--- config.mk ---
export PLATFORM = sky130hd
export DESIGN_NAME = emp_port
export DESIGN_NICKNAME = d
export VERILOG_FILES = /design/src/hdl/emp_pkg.sv /design/src/hdl/emp_port.sv /design/src/hdl/emp_sync.sv
export SDC_FILE = /design/constraint.sdc
export NUM_CORES = 1
export LEC_CHECK = 0
export BUFFER_PORTS_ARGS = -buffer_cell sky130_fd_sc_hd__buf_2
export CORE_ASPECT_RATIO = 0.6
export CORE_MARGIN = 8
export CORE_UTILIZATION = 30
export DETAILED_ROUTE_END_ITERATION = 10
export SLEW_MARGIN = 10
export SYNTH_ARGS = -nofsm -noshare
export SYNTH_HDL_FRONTEND = slang
export SYNTH_SLANG_ARGS = --single-unit
export TNS_END_PERCENT = 5
--- constraint.sdc ---
create_clock -name clk -period 4.45 [get_ports clk]
set_input_delay 0.89 -clock clk [delete_from_list [all_inputs] [get_ports clk]]
set_output_delay 0.89 -clock clk [all_outputs]
set_load 0.03 [all_outputs]
--- src/hdl/emp_pkg.sv ---
// Constants shared by the expansion module port
package emp_pkg;
    localparam logic [7:0] EMP_C1_LOW_BASE  = 8'hC0;
    localparam logic [7:0] EMP_C1_HIGH_BASE = 8'hC8;
    localparam logic [7:0] EMP_C2_LOW_BASE  = 8'hF0;
    localparam logic [7:0] EMP_C2_HIGH_BASE = 8'hF8;
    localparam int         EMP_SEL_SHIFT    = 3;
    localparam int         EMP_CLK_HZ       = 50_000_000;
    localparam int         EMP_MCLK_HZ      = 9_680_000;
    localparam int         EMP_ACC_TIME_NS  = 300;
    localparam int         EMP_ACC_CYC      = (EMP_ACC_TIME_NS * (EMP_CLK_HZ / 1_000_000)
                                               + 999) / 1000;
    localparam logic [7:0] EMP_ACC_CNT      = 8'(EMP_ACC_CYC);
    localparam int         EMP_PHASE_W      = 24;
    localparam logic [EMP_PHASE_W-1:0] EMP_MCLK_INC =
        EMP_PHASE_W'((64'(EMP_MCLK_HZ) << EMP_PHASE_W) / 64'(EMP_CLK_HZ));
    localparam logic [7:0] EMP_DATA_RST     = 8'h00;

    typedef enum logic [4:0] {
        EMP_IDLE   = 5'h01,
        EMP_SETUP  = 5'h02,
        EMP_STROBE = 5'h04,
        EMP_WAIT   = 5'h08,
        EMP_DONE   = 5'h10
    } emp_state_e;
endpackage

--- src/hdl/emp_port.sv ---
// Host-side expansion module port: two connectors, decode, strobes, wait, irq
// What this block does
// The low select of connector 1 fires for C0-C7 and of connector 2 for F0-F7.
// The high select of connector 1 fires for C8-CF and of connector 2 for F8-FF.
// The three low address bits go out on the module address lines with select and strobe.
// A read is commanded by driving the active-low read strobe to the selected module.
// A write is commanded by driving the active-low write strobe to the selected module.
// Each module gets a reset line that holds it in a defined state while asserted.
// A fitted module pulls its presence line low so the board can see it.
// Both module interrupt lines are routed into the board interrupt matrix.
// While the module holds its wait line low the access is stretched with wait states.
// Each module is supplied with a 9.68 MHz timing clock.
// The two option lines may be enabled as extra interrupt requests.
// Data lines are driven by the board only during write strobes and released otherwise.
`timescale 1ns/1ps
`default_nettype none
module emp_port
    import emp_pkg::*;
(
    input  wire logic       clk,
    input  wire logic       rst_n,
    // CPU-side I/O request
    input  wire logic       io_req,
    input  wire logic       io_write,
    input  wire logic [7:0] io_addr,
    input  wire logic [7:0] io_wdata,
    output logic            io_ack,
    output logic            io_hit,
    output logic [7:0]      io_rdata,
    input  wire logic       module_reset_req,
    input  wire logic [1:0] option_irq_en,
    output logic [7:0]      irq_matrix,
    output logic [1:0]      present,
    // Shared module pins
    output logic [2:0]      module_addr,
    output logic            io_read_strobe_n,
    output logic            io_write_strobe_n,
    output logic            module_reset,
    output logic            module_clk,
    input  wire logic [7:0] module_data_in,
    output logic [7:0]      module_data_out,
    output logic            module_data_oe_n,
    // Per-connector pins
    output logic [1:0]      module_select_low_n,
    output logic [1:0]      module_select_high_n,
    input  wire logic [1:0] module_wait_n,
    input  wire logic [1:0] module_present_n,
    input  wire logic [3:0] module_irq,
    input  wire logic [3:0] option_lines
);
    emp_state_e       state_ff, nxt_state;
    logic [7:0]       cnt_ff, nxt_cnt;
    logic [7:0]       addr_ff;
    logic             write_ff;
    logic [7:0]       wdata_ff;
    logic [7:0]       rdata_ff;
    logic             ack_ff;
    logic [EMP_PHASE_W-1:0] phase_ff;
    logic             mrst_ff;

    logic [1:0]       wait_s_n;
    logic [1:0]       pres_s_n;
    logic [3:0]       irq_s;
    logic [3:0]       opt_s;
    logic [7:0]       data_s;

    // Pins from the modules cross into this clock here
    emp_sync #(.W(2), .RST(2'h3)) u_sync_wait (
        .clk(clk), .rst_n(rst_n), .d(module_wait_n), .q(wait_s_n));
    emp_sync #(.W(2), .RST(2'h3)) u_sync_pres (
        .clk(clk), .rst_n(rst_n), .d(module_present_n), .q(pres_s_n));
    emp_sync #(.W(4), .RST(4'h0)) u_sync_irq (
        .clk(clk), .rst_n(rst_n), .d(module_irq), .q(irq_s));
    emp_sync #(.W(4), .RST(4'h0)) u_sync_opt (
        .clk(clk), .rst_n(rst_n), .d(option_lines), .q(opt_s));
    emp_sync #(.W(8), .RST(8'h00)) u_sync_data (
        .clk(clk), .rst_n(rst_n), .d(module_data_in), .q(data_s));

    // Address decode: selects on the latched address, hit on the incoming request address
    wire [4:0] blk       = addr_ff[7:EMP_SEL_SHIFT];
    wire       c1_lo     = blk == EMP_C1_LOW_BASE[7:EMP_SEL_SHIFT];
    wire       c2_lo     = blk == EMP_C2_LOW_BASE[7:EMP_SEL_SHIFT];
    wire       c1_hi     = blk == EMP_C1_HIGH_BASE[7:EMP_SEL_SHIFT];
    wire       c2_hi     = blk == EMP_C2_HIGH_BASE[7:EMP_SEL_SHIFT];
    wire [4:0] req_blk   = io_addr[7:EMP_SEL_SHIFT];
    wire       req_hit   = req_blk == EMP_C1_LOW_BASE[7:EMP_SEL_SHIFT]
                        || req_blk == EMP_C2_LOW_BASE[7:EMP_SEL_SHIFT]
                        || req_blk == EMP_C1_HIGH_BASE[7:EMP_SEL_SHIFT]
                        || req_blk == EMP_C2_HIGH_BASE[7:EMP_SEL_SHIFT];
    wire       conn2     = c2_lo | c2_hi;
    wire       active    = (state_ff != EMP_IDLE);
    wire       strobing  = (state_ff == EMP_STROBE) || (state_ff == EMP_WAIT);
    // Only the addressed connector's wait line may stretch the cycle
    wire       wait_hold = conn2 ? !wait_s_n[1] : !wait_s_n[0];
    wire       cnt_zero  = (cnt_ff == 8'h00);

    always_comb begin
        nxt_state = state_ff;
        nxt_cnt   = cnt_ff;
        unique case (state_ff)
            EMP_IDLE: begin
                if (io_req && req_hit) begin
                    nxt_state = EMP_SETUP;
                end
            end
            EMP_SETUP: begin
                nxt_state = EMP_STROBE;
                nxt_cnt   = EMP_ACC_CNT - 8'h01;
            end
            EMP_STROBE: begin
                if (!cnt_zero) begin
                    nxt_cnt = cnt_ff - 8'h01;
                end else if (wait_hold) begin
                    nxt_state = EMP_WAIT;
                end else begin
                    nxt_state = EMP_DONE;
                end
            end
            EMP_WAIT: begin
                if (!wait_hold) begin
                    nxt_state = EMP_DONE;
                end
            end
            EMP_DONE: begin
                nxt_state = EMP_IDLE;
            end
            default: begin
                nxt_state = EMP_IDLE;
            end
        endcase
    end

    always_ff @(posedge clk or negedge rst_n) begin
        if (!rst_n) begin
            state_ff <= EMP_IDLE;
            cnt_ff   <= 8'h00;
        end else begin
            state_ff <= nxt_state;
            cnt_ff   <= nxt_cnt;
        end
    end

    always_ff @(posedge clk or negedge rst_n) begin
        if (!rst_n) begin
            addr_ff  <= 8'h00;
            write_ff <= 1'b0;
            wdata_ff <= EMP_DATA_RST;
        end else if (state_ff == EMP_IDLE && io_req) begin
            addr_ff  <= io_addr;
            write_ff <= io_write;
            wdata_ff <= io_wdata;
        end
    end

    // Data is registered as the strobe ends; through the synchroniser it is the pin value from two clk cycles earlier
    always_ff @(posedge clk or negedge rst_n) begin
        if (!rst_n) begin
            rdata_ff <= EMP_DATA_RST;
            ack_ff   <= 1'b0;
        end else begin
            ack_ff <= (nxt_state == EMP_DONE) && (state_ff != EMP_DONE);
            if (strobing && nxt_state == EMP_DONE && !write_ff) begin
                rdata_ff <= data_s;
            end
        end
    end

    // Phase accumulator gives a 9.68 MHz average rate; jitter is one clk period
    always_ff @(posedge clk or negedge rst_n) begin
        if (!rst_n) begin
            phase_ff <= '0;
        end else begin
            phase_ff <= phase_ff + EMP_MCLK_INC;
        end
    end

    always_ff @(posedge clk or negedge rst_n) begin
        if (!rst_n) begin
            mrst_ff <= 1'b1;
        end else begin
            mrst_ff <= module_reset_req;
        end
    end

    // Pin drive
    assign module_clk           = phase_ff[EMP_PHASE_W-1];
    assign module_reset         = mrst_ff;
    assign module_addr          = addr_ff[2:0];
    assign module_select_low_n  = active ? ~{c2_lo, c1_lo} : 2'h3;
    assign module_select_high_n = active ? ~{c2_hi, c1_hi} : 2'h3;
    assign io_read_strobe_n     = !(strobing && !write_ff);
    assign io_write_strobe_n    = !(strobing && write_ff);
    assign module_data_out      = wdata_ff;
    assign module_data_oe_n     = !(strobing && write_ff);

    // Interrupt routing: two module lines plus two option lines per connector
    wire [3:0] opt_gated = opt_s & {option_irq_en[1], option_irq_en[1],
                                    option_irq_en[0], option_irq_en[0]};
    assign irq_matrix = {opt_gated[3:2], irq_s[3:2], opt_gated[1:0], irq_s[1:0]};
    assign present    = ~pres_s_n;

    // CPU side
    assign io_ack   = ack_ff;
    assign io_hit   = req_hit;
    assign io_rdata = rdata_ff;
endmodule
`default_nettype wire

--- src/hdl/emp_sync.sv ---
// Two-flop synchroniser for a bundle of external levels
`timescale 1ns/1ps
`default_nettype none
module emp_sync #(
    parameter int          W   = 1,
    parameter logic [W-1:0] RST = '0
) (
    input  wire logic         clk,
    input  wire logic         rst_n,
    input  wire logic [W-1:0] d,
    output logic      [W-1:0] q
);
    logic [W-1:0] meta_ff;
    logic [W-1:0] sync_ff;

    always_ff @(posedge clk or negedge rst_n) begin
        if (!rst_n) begin
            meta_ff <= RST;
            sync_ff <= RST;
        end else begin
            meta_ff <= d;
            sync_ff <= meta_ff;
        end
    end

    assign q = sync_ff;
endmodule
`default_nettype wire

==> flow_metrics.tcl, run 1 <==
set metrics [dict create \
    clkTransAtPathRegs_ps 70 \
    status "finished, final reports clean" \
    gr-total-overflow 0 \
    fill_cells 1239 \
    max_freq_mhz 369.7 \
    wl_per_cell_um 13.35 \
    synth_edf_count 0 \
    fin_skew_ps 9.446 \
    min_period_ps 2705 \
    core_area_mm2 0.01261 \
    fin_setup_tns_ps 0 \
    synth-main-ff-cell "dfrtp_1" \
    hpwl_um 5270 \
    period_share_pct 60.79 \
    path_class "reg2out" \
    clk_path_buf_depth 2 \
    cts_tree "done" \
    rsz0062_at_grt "false" \
    diodes 0 \
    timing.slew.headroom_pct 38.91 \
    wl_um 7113 \
    maxCapViolCount 0 \
    critPathSlowestCell "dfrtp_1" \
    synth.avg_cell_area_um2 14.17 \
    power.leakage_nw 2.188 \
    fp.dieW_um 161.5 \
    use_met1_pct 11.16 \
    start_util_pct 30.22 \
    placed_cell_area_mm2 0.004410 \
    end_kind "output port" \
    yosysWarningCount 0 \
    areaGrowthSynthToFinish_pct 23.24 \
    seq_area_mm2 0.002615 \
    synthDistinctLibCells 40 \
    ant_nets 0 \
    place.detailed.instances 517 \
    drc 0 \
    start_kind "flop" \
    layout_common_cells "dfrtp_1 (94), buf_2 (81), mux2_2 (25), nor2_1 (16), nand2_1 (16)" \
    grt_pass1_vias 2412 \
    insertion_delay_ps 340 \
    grtUsageTotal_pct 8.905 \
    synth.area.top_cells "dfrtp_1 (62%), mux2_2 (7.4%), dfstp_2 (6.9%)" \
    synth-seq-cells 104 \
    worstPathArrival_ps 1820 \
    vdd_drop_max_v 0.0001813 \
    hold_viol_final 0 \
    yosysTopAreaCell "dfrtp_1" \
    fin_area_mm2 0.004697 \
    rows 32 \
    grt_use_met3_pct 3.834 \
    grt_start_max_net_pins 75 \
    worstPathMaxFanout 5 \
    via_count 2289 \
    cts_resized 0 \
    antenna_found_initial 0 \
    num-nets-final 403 \
    grt_pass1_wl_um 11860 \
    hold_class "reg2reg" \
    powerDensity_mw_per_mm2 410.1 \
    postCtsSetupRepairBufs 0 \
    cp_common_cell "nand2_1" \
    syn_area_mm2 0.003811 \
    synth_seq_area_share_pct 68.61 \
    place_congestion 0.7313 \
    vias_per_cell 4.295 \
    numCtsBuffers 9 \
    io_buffers 82 \
    required_ps 3560 \
    htreeDepth 3 \
    ctsHoldBuffers 0 \
    multi_input_area_mm2 0.001144 \
    die_y_um 103.3 \
    tightest_slew_ps 916.4 \
    cpPeakStageDelay_ps 450 \
    syn-num-nets 314 \
    grt_use_met2_pct 13.53 \
    yosys.area.top_type_share_pct 61.72 \
    cts_root_buffer "clkbuf_16" \
    drtIter0Drc 99 \
    ios 83 \
    clock-sinks 104 \
    final_common_cell "dfrtp_1" \
    drive_gt1_share_pct 38.02 \
    setup_viol 0 \
    stdcell_count 533 \
    first_pass_iters 4 \
    async_reset_ff_share_pct 100.0 \
    cp_cell_sequence "nor2_1, nand2_1, nor3_1, nor4_1, nand2_1, buf_2" \
    syn_inst 269 \
    maxSlewViolCount 0 \
    dieArea_mm2 0.01668 \
    busiest_layer "met2" \
]
-- Yosys cell counts (2+ instances only) --
| cell type | instances |
|---|---|
| nor3_1 | 3 |
| dfrtp_1 | 94 |
| nor4_1 | 4 |
| nor3b_1 | 2 |
| nor2b_1 | 4 |
| nand4_1 | 3 |
| nor4b_1 | 2 |
| nor2_1 | 16 |
| o211ai_1 | 2 |
| xnor2_1 | 14 |
| inv_1 | 5 |
| mux2i_1 | 3 |
| nand3_1 | 7 |
| a21oi_1 | 4 |
| o21bai_1 | 2 |
| mux2_2 | 25 |
| dfstp_2 | 10 |
| and3_1 | 5 |
| buf_4 | 4 |
| ha_1 | 2 |
| a21o_1 | 2 |
| nand2_1 | 16 |
| and2_1 | 4 |
| o21ai_0 | 4 |
| nand2b_1 | 4 |
| or3_1 | 3 |
| xor2_1 | 12 |
-- where the power goes --
| part | internal [W] | switching [W] |
|---|---|---|
| Combinational | 0.0000649 | 0.000106 |
| Clock | 0.000411 | 0.000328 |
| Sequential | 0.000994 | 0.0000227 |
-- worst max-delay path: cells and delay by family, from the launching register on --
kind	cells	cell delay [ps]
buffers and inverters	1	190
DFF	1	450
and+or+nand+nor	5	840
-- area by class of cell --
| class | instances | share of cell area (%) |
|---|---|---|
| Multi-Input combinational cell | 155 | 24.35 |
| Timing Repair Buffer | 83 | 8.950 |
| Inverter | 5 | 0.3996 |
| Clock inverter | 4 | 0.6393 |
| Sequential cell | 104 | 55.67 |
| Clock buffer | 12 | 5.461 |
| Tap cell | 170 | 4.529 |
-- path summary, 6_finish.rpt --
path                                   startpoint                       to  slack, ps  cells after the start
min                        u_sync_data.meta_ff[5]         u_sync_data.q[5]        350                      0
max reg2reg                           state_ff[1]              io_rdata[3]       2120                      5
min in group asynchronous                   rst_n             phase_ff[20]        690                      1
max in group asynchronous                   rst_n         u_sync_wait.q[1]       2780                      2
min reg2reg                u_sync_data.meta_ff[5]         u_sync_data.q[5]        350                      0
max                                   state_ff[3]  module_select_high_n[0]       1740                      6
-- per-stage QoR --
| step | hold WS, ps | setup WS, ps | power [W] | util [%] |
|---|---|---|---|---|
| 2_1_floorplan | 331.2 | 2192 | 0.001137 | - |
| 3_3_place_gp | 331.7 | 1964 | 0.001204 | 34.97 |
| 3_5_place_dp | 334.7 | 1928 | 0.001209 | 34.97 |
| 4_1_cts | 346.8 | 1737 | 0.001963 | 37.24 |
| 5_1_grt | 359.3 | 1544 | 0.002023 | 37.24 |
| 6_report | 347.4 | 1745 | 0.001926 | 37.24 |
-- per-layer routing --
| layer | part of all wire, % | vias to the layer above |
|---|---|---|
| met3 | 7.2 | 9 |
| met1 | 47 | 1135 |
| met4 | 1.3 | 0 |
| met2 | 45 | 53 |
| li1 | - | 1092 |
| met5 | 0 | - |
-- sequential cells by signal, summed over array words and instances (netlist names), 4 cells and up --
register             flops
phase_ff                24
io_rdata                 8
addr_ff                  8
u_sync_irq.meta_ff       4
u_sync_opt.q             4
u_sync_data.meta_ff      8
u_sync_data.q            8
u_sync_opt.meta_ff       4
u_sync_irq.q             4
cnt_ff                   8
module_data_out          8
state_ff                 5
-- cell families after synthesis --
| family | after synthesis | synth area share (%) |
|---|---|---|
| compound gates | 20 | 3.480 |
| xor+xnor | 26 | 5.975 |
| fa+ha+maj | 2 | 0.6565 |
| buf+inv | 10 | 1.379 |
| flops | 104 | 68.61 |
| mux | 29 | 8.470 |
| simple gates | 78 | 11.42 |
No activity file was read; power rests on OpenSTA's default activity.
==> run 2: changes to the inputs <==
==> constraint.sdc (replaced) <==
create_clock -name clk -period 2.7 [get_ports clk]
set_input_delay 0.54 -clock clk [delete_from_list [all_inputs] [get_ports clk]]
set_output_delay 0.54 -clock clk [all_outputs]
set_load 0.03 [all_outputs]
==> flow_metrics.tcl, run 2 (synthesis gave the netlist of run 1 again) <==
set metrics [dict create \
    largest_register "phase_ff" \
    power_switching_w 0.0007623 \
    first_pass_iters 4 \
    via_count 2281 \
    end_kind "flop" \
    insertion_delay_ps 340 \
    clk_path_buf_depth 2 \
    finalPower_w 0.003161 \
    layout_common_cells "dfrtp_1 (94), buf_2 (81), mux2_2 (25), nor2_1 (16), nand2_1 (16)" \
    tightest_slew_ps 649.4 \
    clkTransAtPathRegs_ps 70 \
    rows 32 \
    powerDensity_mw_per_mm2 670.0 \
    die_y_um 103.3 \
    cts_root_buffer "clkbuf_16" \
    wl_um 7512 \
    io_buffers 82 \
    grt_pass1_wl_um 12660 \
    worstPathArrival_ps 2530 \
    r2r-end "io_rdata[5]" \
    ctsHoldBuffers 0 \
    stdcell_count 535 \
    fill_cells 1218 \
    rr_worst_depth 5 \
    status "finished, final reports clean" \
    vias_per_cell 4.264 \
    maxCapViolCount 0 \
    required_ps 2920 \
    ant_nets 0 \
    drtIter0Drc 104 \
    maxSlewViolCount 0 \
    largest_reg_flops 24 \
    place.detailed.instances 520 \
    grtUsageTotal_pct 9.599 \
    rr_startpoint "state_ff[1]" \
    numCtsBuffers 9 \
    setup_viol 0 \
    wl_per_cell_um 14.04 \
    period_share_pct 85.41 \
    setup_slack_ps 393.8 \
    fin_setup_tns_ps 0 \
    dieArea_mm2 0.01668 \
    cts_tree "done" \
    drive_gt1_share_pct 38.36 \
    diodes 0 \
    rsz0062_at_grt "false" \
    p_seq_share_pct 53.0 \
    fin_skew_ps 6.533 \
    rrSetupSlack_ps 390 \
    max_freq_mhz 433.6 \
    core_area_mm2 0.01261 \
    clock-sinks 104 \
    swShare_pct 24.11 \
    timing.slew.headroom_pct 56.71 \
    grt_start_max_net_pins 50 \
    p_int_w 0.002399 \
    path_class "reg2reg" \
    hold_class "in2async" \
    power.leakage_nw 2.199 \
    hold_viol_final 0 \
    place_congestion 0.7382 \
    vdd_drop_max_v 0.0002846 \
    power_frac_comb_pct 9.1 \
    htreeDepth 3 \
    grt_pass1_vias 2567 \
    start_kind "flop" \
    timing.hold.ws_ps 219.8 \
    start_util_pct 30.22 \
    postCtsSetupRepairBufs 0 \
    num-nets-final 406 \
    ios 83 \
    cts_resized 0 \
    final_common_cell "dfrtp_1" \
    gr-total-overflow 0 \
    drc 0 \
    cp-startpoint "state_ff[1]" \
    min_period_ps 2306 \
    clkPwrFrac_pct 38.0 \
    post-place-ws_ps 377.5 \
    hpwl_um 5573 \
    antenna_found_initial 0 \
    areaGrowthSynthToFinish_pct 23.80 \
    fp.dieW_um 161.5 \
    worstPathMaxFanout 8 \
]
-- run 2: routing by layer --
layer	global-route usage [%]	share of wire [%]	vias to the layer above
met5	0	0	-
met4	2.760	0.59	0
met3	4.901	7.7	6
met2	15.30	46	50
met1	11.32	46	1127
li1	-	-	1098
-- run 2: how the worst max path moves through the flow --
| stage | end | cells after the start | slack (ps) |
|---|---|---|---|
| floorplan | io_rdata[0] | 5 | 640 |
| global placement | io_rdata[4] | 5 | 470 |
| detailed placement | io_rdata[5] | 5 | 380 |
| CTS | module_select_high_n[0] | 7 | 360 |
| global route | module_select_high_n[0] | 7 | 160 |
| finish | io_rdata[5] | 5 | 390 |
-- run 2: power groups by stage --
stage          Combinational (W)  Sequential [W]  Clock, W
4_1_cts                 0.000294         0.00168   0.00126
3_5_place_dp            0.000294         0.00170         0
2_1_floorplan           0.000136         0.00174         0
3_3_place_gp            0.000290         0.00170         0
5_1_grt                 0.000316         0.00168   0.00132
6_report                0.000287         0.00168   0.00120
-- run 2: worst max-delay path: stages, from the launching register on --
cell	delay, ps
dfrtp_1	410
or3_1	450
nor3b_4	350
a21oi_2	150
nor3_4	430
mux2_2	400
-- run 2: area by class of cell --
cell class                      count  area [um2]  area share, %
Inverter                            5       18.77         0.3978
Multi-Input combinational cell    155        1144          24.24
Sequential cell                   104        2615          55.42
Clock buffer                       11       242.7          5.145
Tap cell                          170       212.7          4.508
Clock inverter                      4       30.03         0.6364
Timing Repair Buffer               86       455.4          9.653
-- run 2: through the flow --
| stage | util (%) | cell area [um2] |
|---|---|---|
| finish | 37.41 | 4718 |
| global route | 37.41 | 4718 |
| CTS | 37.41 | 4718 |
| detailed placement | 35.25 | 4446 |
| global placement | 35.25 | 4446 |
| floorplan | - | 3811 |
==> run 3: changes to the inputs <==
--- a/config.mk
+++ b/config.mk
@@ -10,6 +10,8 @@
 export CORE_MARGIN = 8
 export CORE_UTILIZATION = 30
 export DETAILED_ROUTE_END_ITERATION = 10
+export GPL_TIMING_DRIVEN = 0
+export SKIP_CTS_REPAIR_TIMING = 1
 export SLEW_MARGIN = 10
 export SYNTH_ARGS = -nofsm -noshare
 export SYNTH_HDL_FRONTEND = slang
==> flow_metrics.tcl, run 3 (synthesis gave the netlist of run 1 again) <==
set metrics [dict create \
    drtIter0Drc 101 \
    worstPathArrival_ps 1820 \
    min_period_ps 2363 \
    layout_common_cells "dfrtp_1 (94), buf_2 (81), mux2_2 (25), nor2_1 (16), nand2_1 (16)" \
    rows 32 \
    vias_per_cell 4.234 \
    rrSetupSlack_ps 370 \
    hpwl_um 5464 \
    first_pass_iters 4 \
    hold_viol_final 0 \
    wl_um 7248 \
    antenna_found_initial 0 \
    numCtsBuffers 9 \
    post-place-ws_ps 340.8 \
    power.leakage_nw 2.222 \
    max_freq_mhz 423.1 \
    fin_area_mm2 0.004775 \
    required_ps 2160 \
    die_y_um 103.3 \
    status "finished, final reports clean" \
    cts_root_buffer "clkbuf_16" \
    diodes 0 \
    placed_cell_area_mm2 0.004464 \
    largest_register "phase_ff" \
    drc 0 \
    fin_setup_tns_ps 0 \
    wl_per_cell_um 13.47 \
    worstPathMaxFanout 5 \
    rsz0062_at_grt "false" \
    place_congestion 0.7278 \
    grt_pass1_vias 2496 \
    final_util_pct 37.86 \
    fp.dieW_um 161.5 \
    fin_skew_ps 5.976 \
    areaGrowthSynthToFinish_pct 25.28 \
    via_count 2278 \
    setup_viol 0 \
    start_kind "flop" \
    ant_nets 0 \
    maxCapViolCount 0 \
    end_kind "output port" \
    ios 83 \
    clock-sinks 104 \
    fill_cells 1239 \
    vdd_drop_max_v 0.0003058 \
    powerDensity_mw_per_mm2 689.8 \
    largest_reg_flops 24 \
    grt_start_max_net_pins 57 \
    clkTransAtPathRegs_ps 70 \
    cts_tree "done" \
    grtUsageTotal_pct 9.311 \
    setup_slack_ps 336.6 \
    gr-total-overflow 0 \
    clk_path_buf_depth 2 \
    drive_gt1_share_pct 38.59 \
    dieArea_mm2 0.01668 \
    io_buffers 82 \
    start_util_pct 30.22 \
    core_area_mm2 0.01261 \
    timing.slew.headroom_pct 57.37 \
    hold_class "in2async" \
    htreeDepth 3 \
    multi_input_area_mm2 0.001144 \
    grt_pass1_wl_um 12250 \
    final_common_cell "dfrtp_1" \
    period_share_pct 87.53 \
    num-nets-final 408 \
    seq_area_mm2 0.002615 \
    insertion_delay_ps 340 \
    tightest_slew_ps 639.5 \
    maxSlewViolCount 0 \
    path_class "reg2out" \
]
[run 3: changes by cell type in the layout (fill, tap and decap cells not counted), sizes merged]
cell	previous run	this run
clkinvlp	1	2
clkbuf	11	13
bufinv	0	1
inv	6	5
buf	86	87
clkinv	2	1
[run 3: cell type report]
type	count	share of cell area [%]
repair buffers	83	9.224
multi-input cells	155	23.95
clock inverters	4	1.127
well taps	170	4.455
plain buffers	5	0.7075
flip-flops and latches	104	54.77
clock buffers	12	5.372
inverters	5	0.3931
[run 3: worst max-delay path: stages, from the launching register on]
cell and delay, ps:
dfrtp_1 450, nor2_1 170, nand2_1 70, nor3_1 380
nor4_1 140, nand2b_1 90, buf_2 190
[run 3: final timing paths]
path                                  startpoint  depth (start not counted)                      to
setup / recovery                     state_ff[3]                          6  module_select_low_n[0]
hold / removal                             rst_n                          1            phase_ff[15]
setup reg to reg                     state_ff[1]                          5             io_rdata[3]
hold reg to reg            u_sync_irq.meta_ff[0]                          0         u_sync_irq.q[0]
max in group asynchronous                  rst_n                          2             state_ff[0]
min in group clk                module_reset_req                          1            module_reset
[run 3: stage by stage]
step | hold slack [ps] | cells | power [W]
floorplan | 244.4 | 269 | 0.001875
global placement | 332.4 | 521 | 0.001992
detailed placement | 335.5 | 522 | 0.002009
CTS | 241.4 | 538 | 0.003352
global route | 264.3 | 538 | 0.003442
finish | 224.7 | 538 | 0.003294
[run 3: routing by layer]
metal,share of wire (%),up-vias,global-route usage (%)
met5,0,-,0
met4,1.4,0,3.822
met3,7.1,10,4.269
met2,44,47,14.27
met1,47,1119,11.32
li1,-,1102,-
[run 3: report_power, final]
part | switching, W | internal [W]
Clock | 0.000551 | 0.000771
Sequential | 0.0000392 | 0.00164
Combinational | 0.000177 | 0.000118
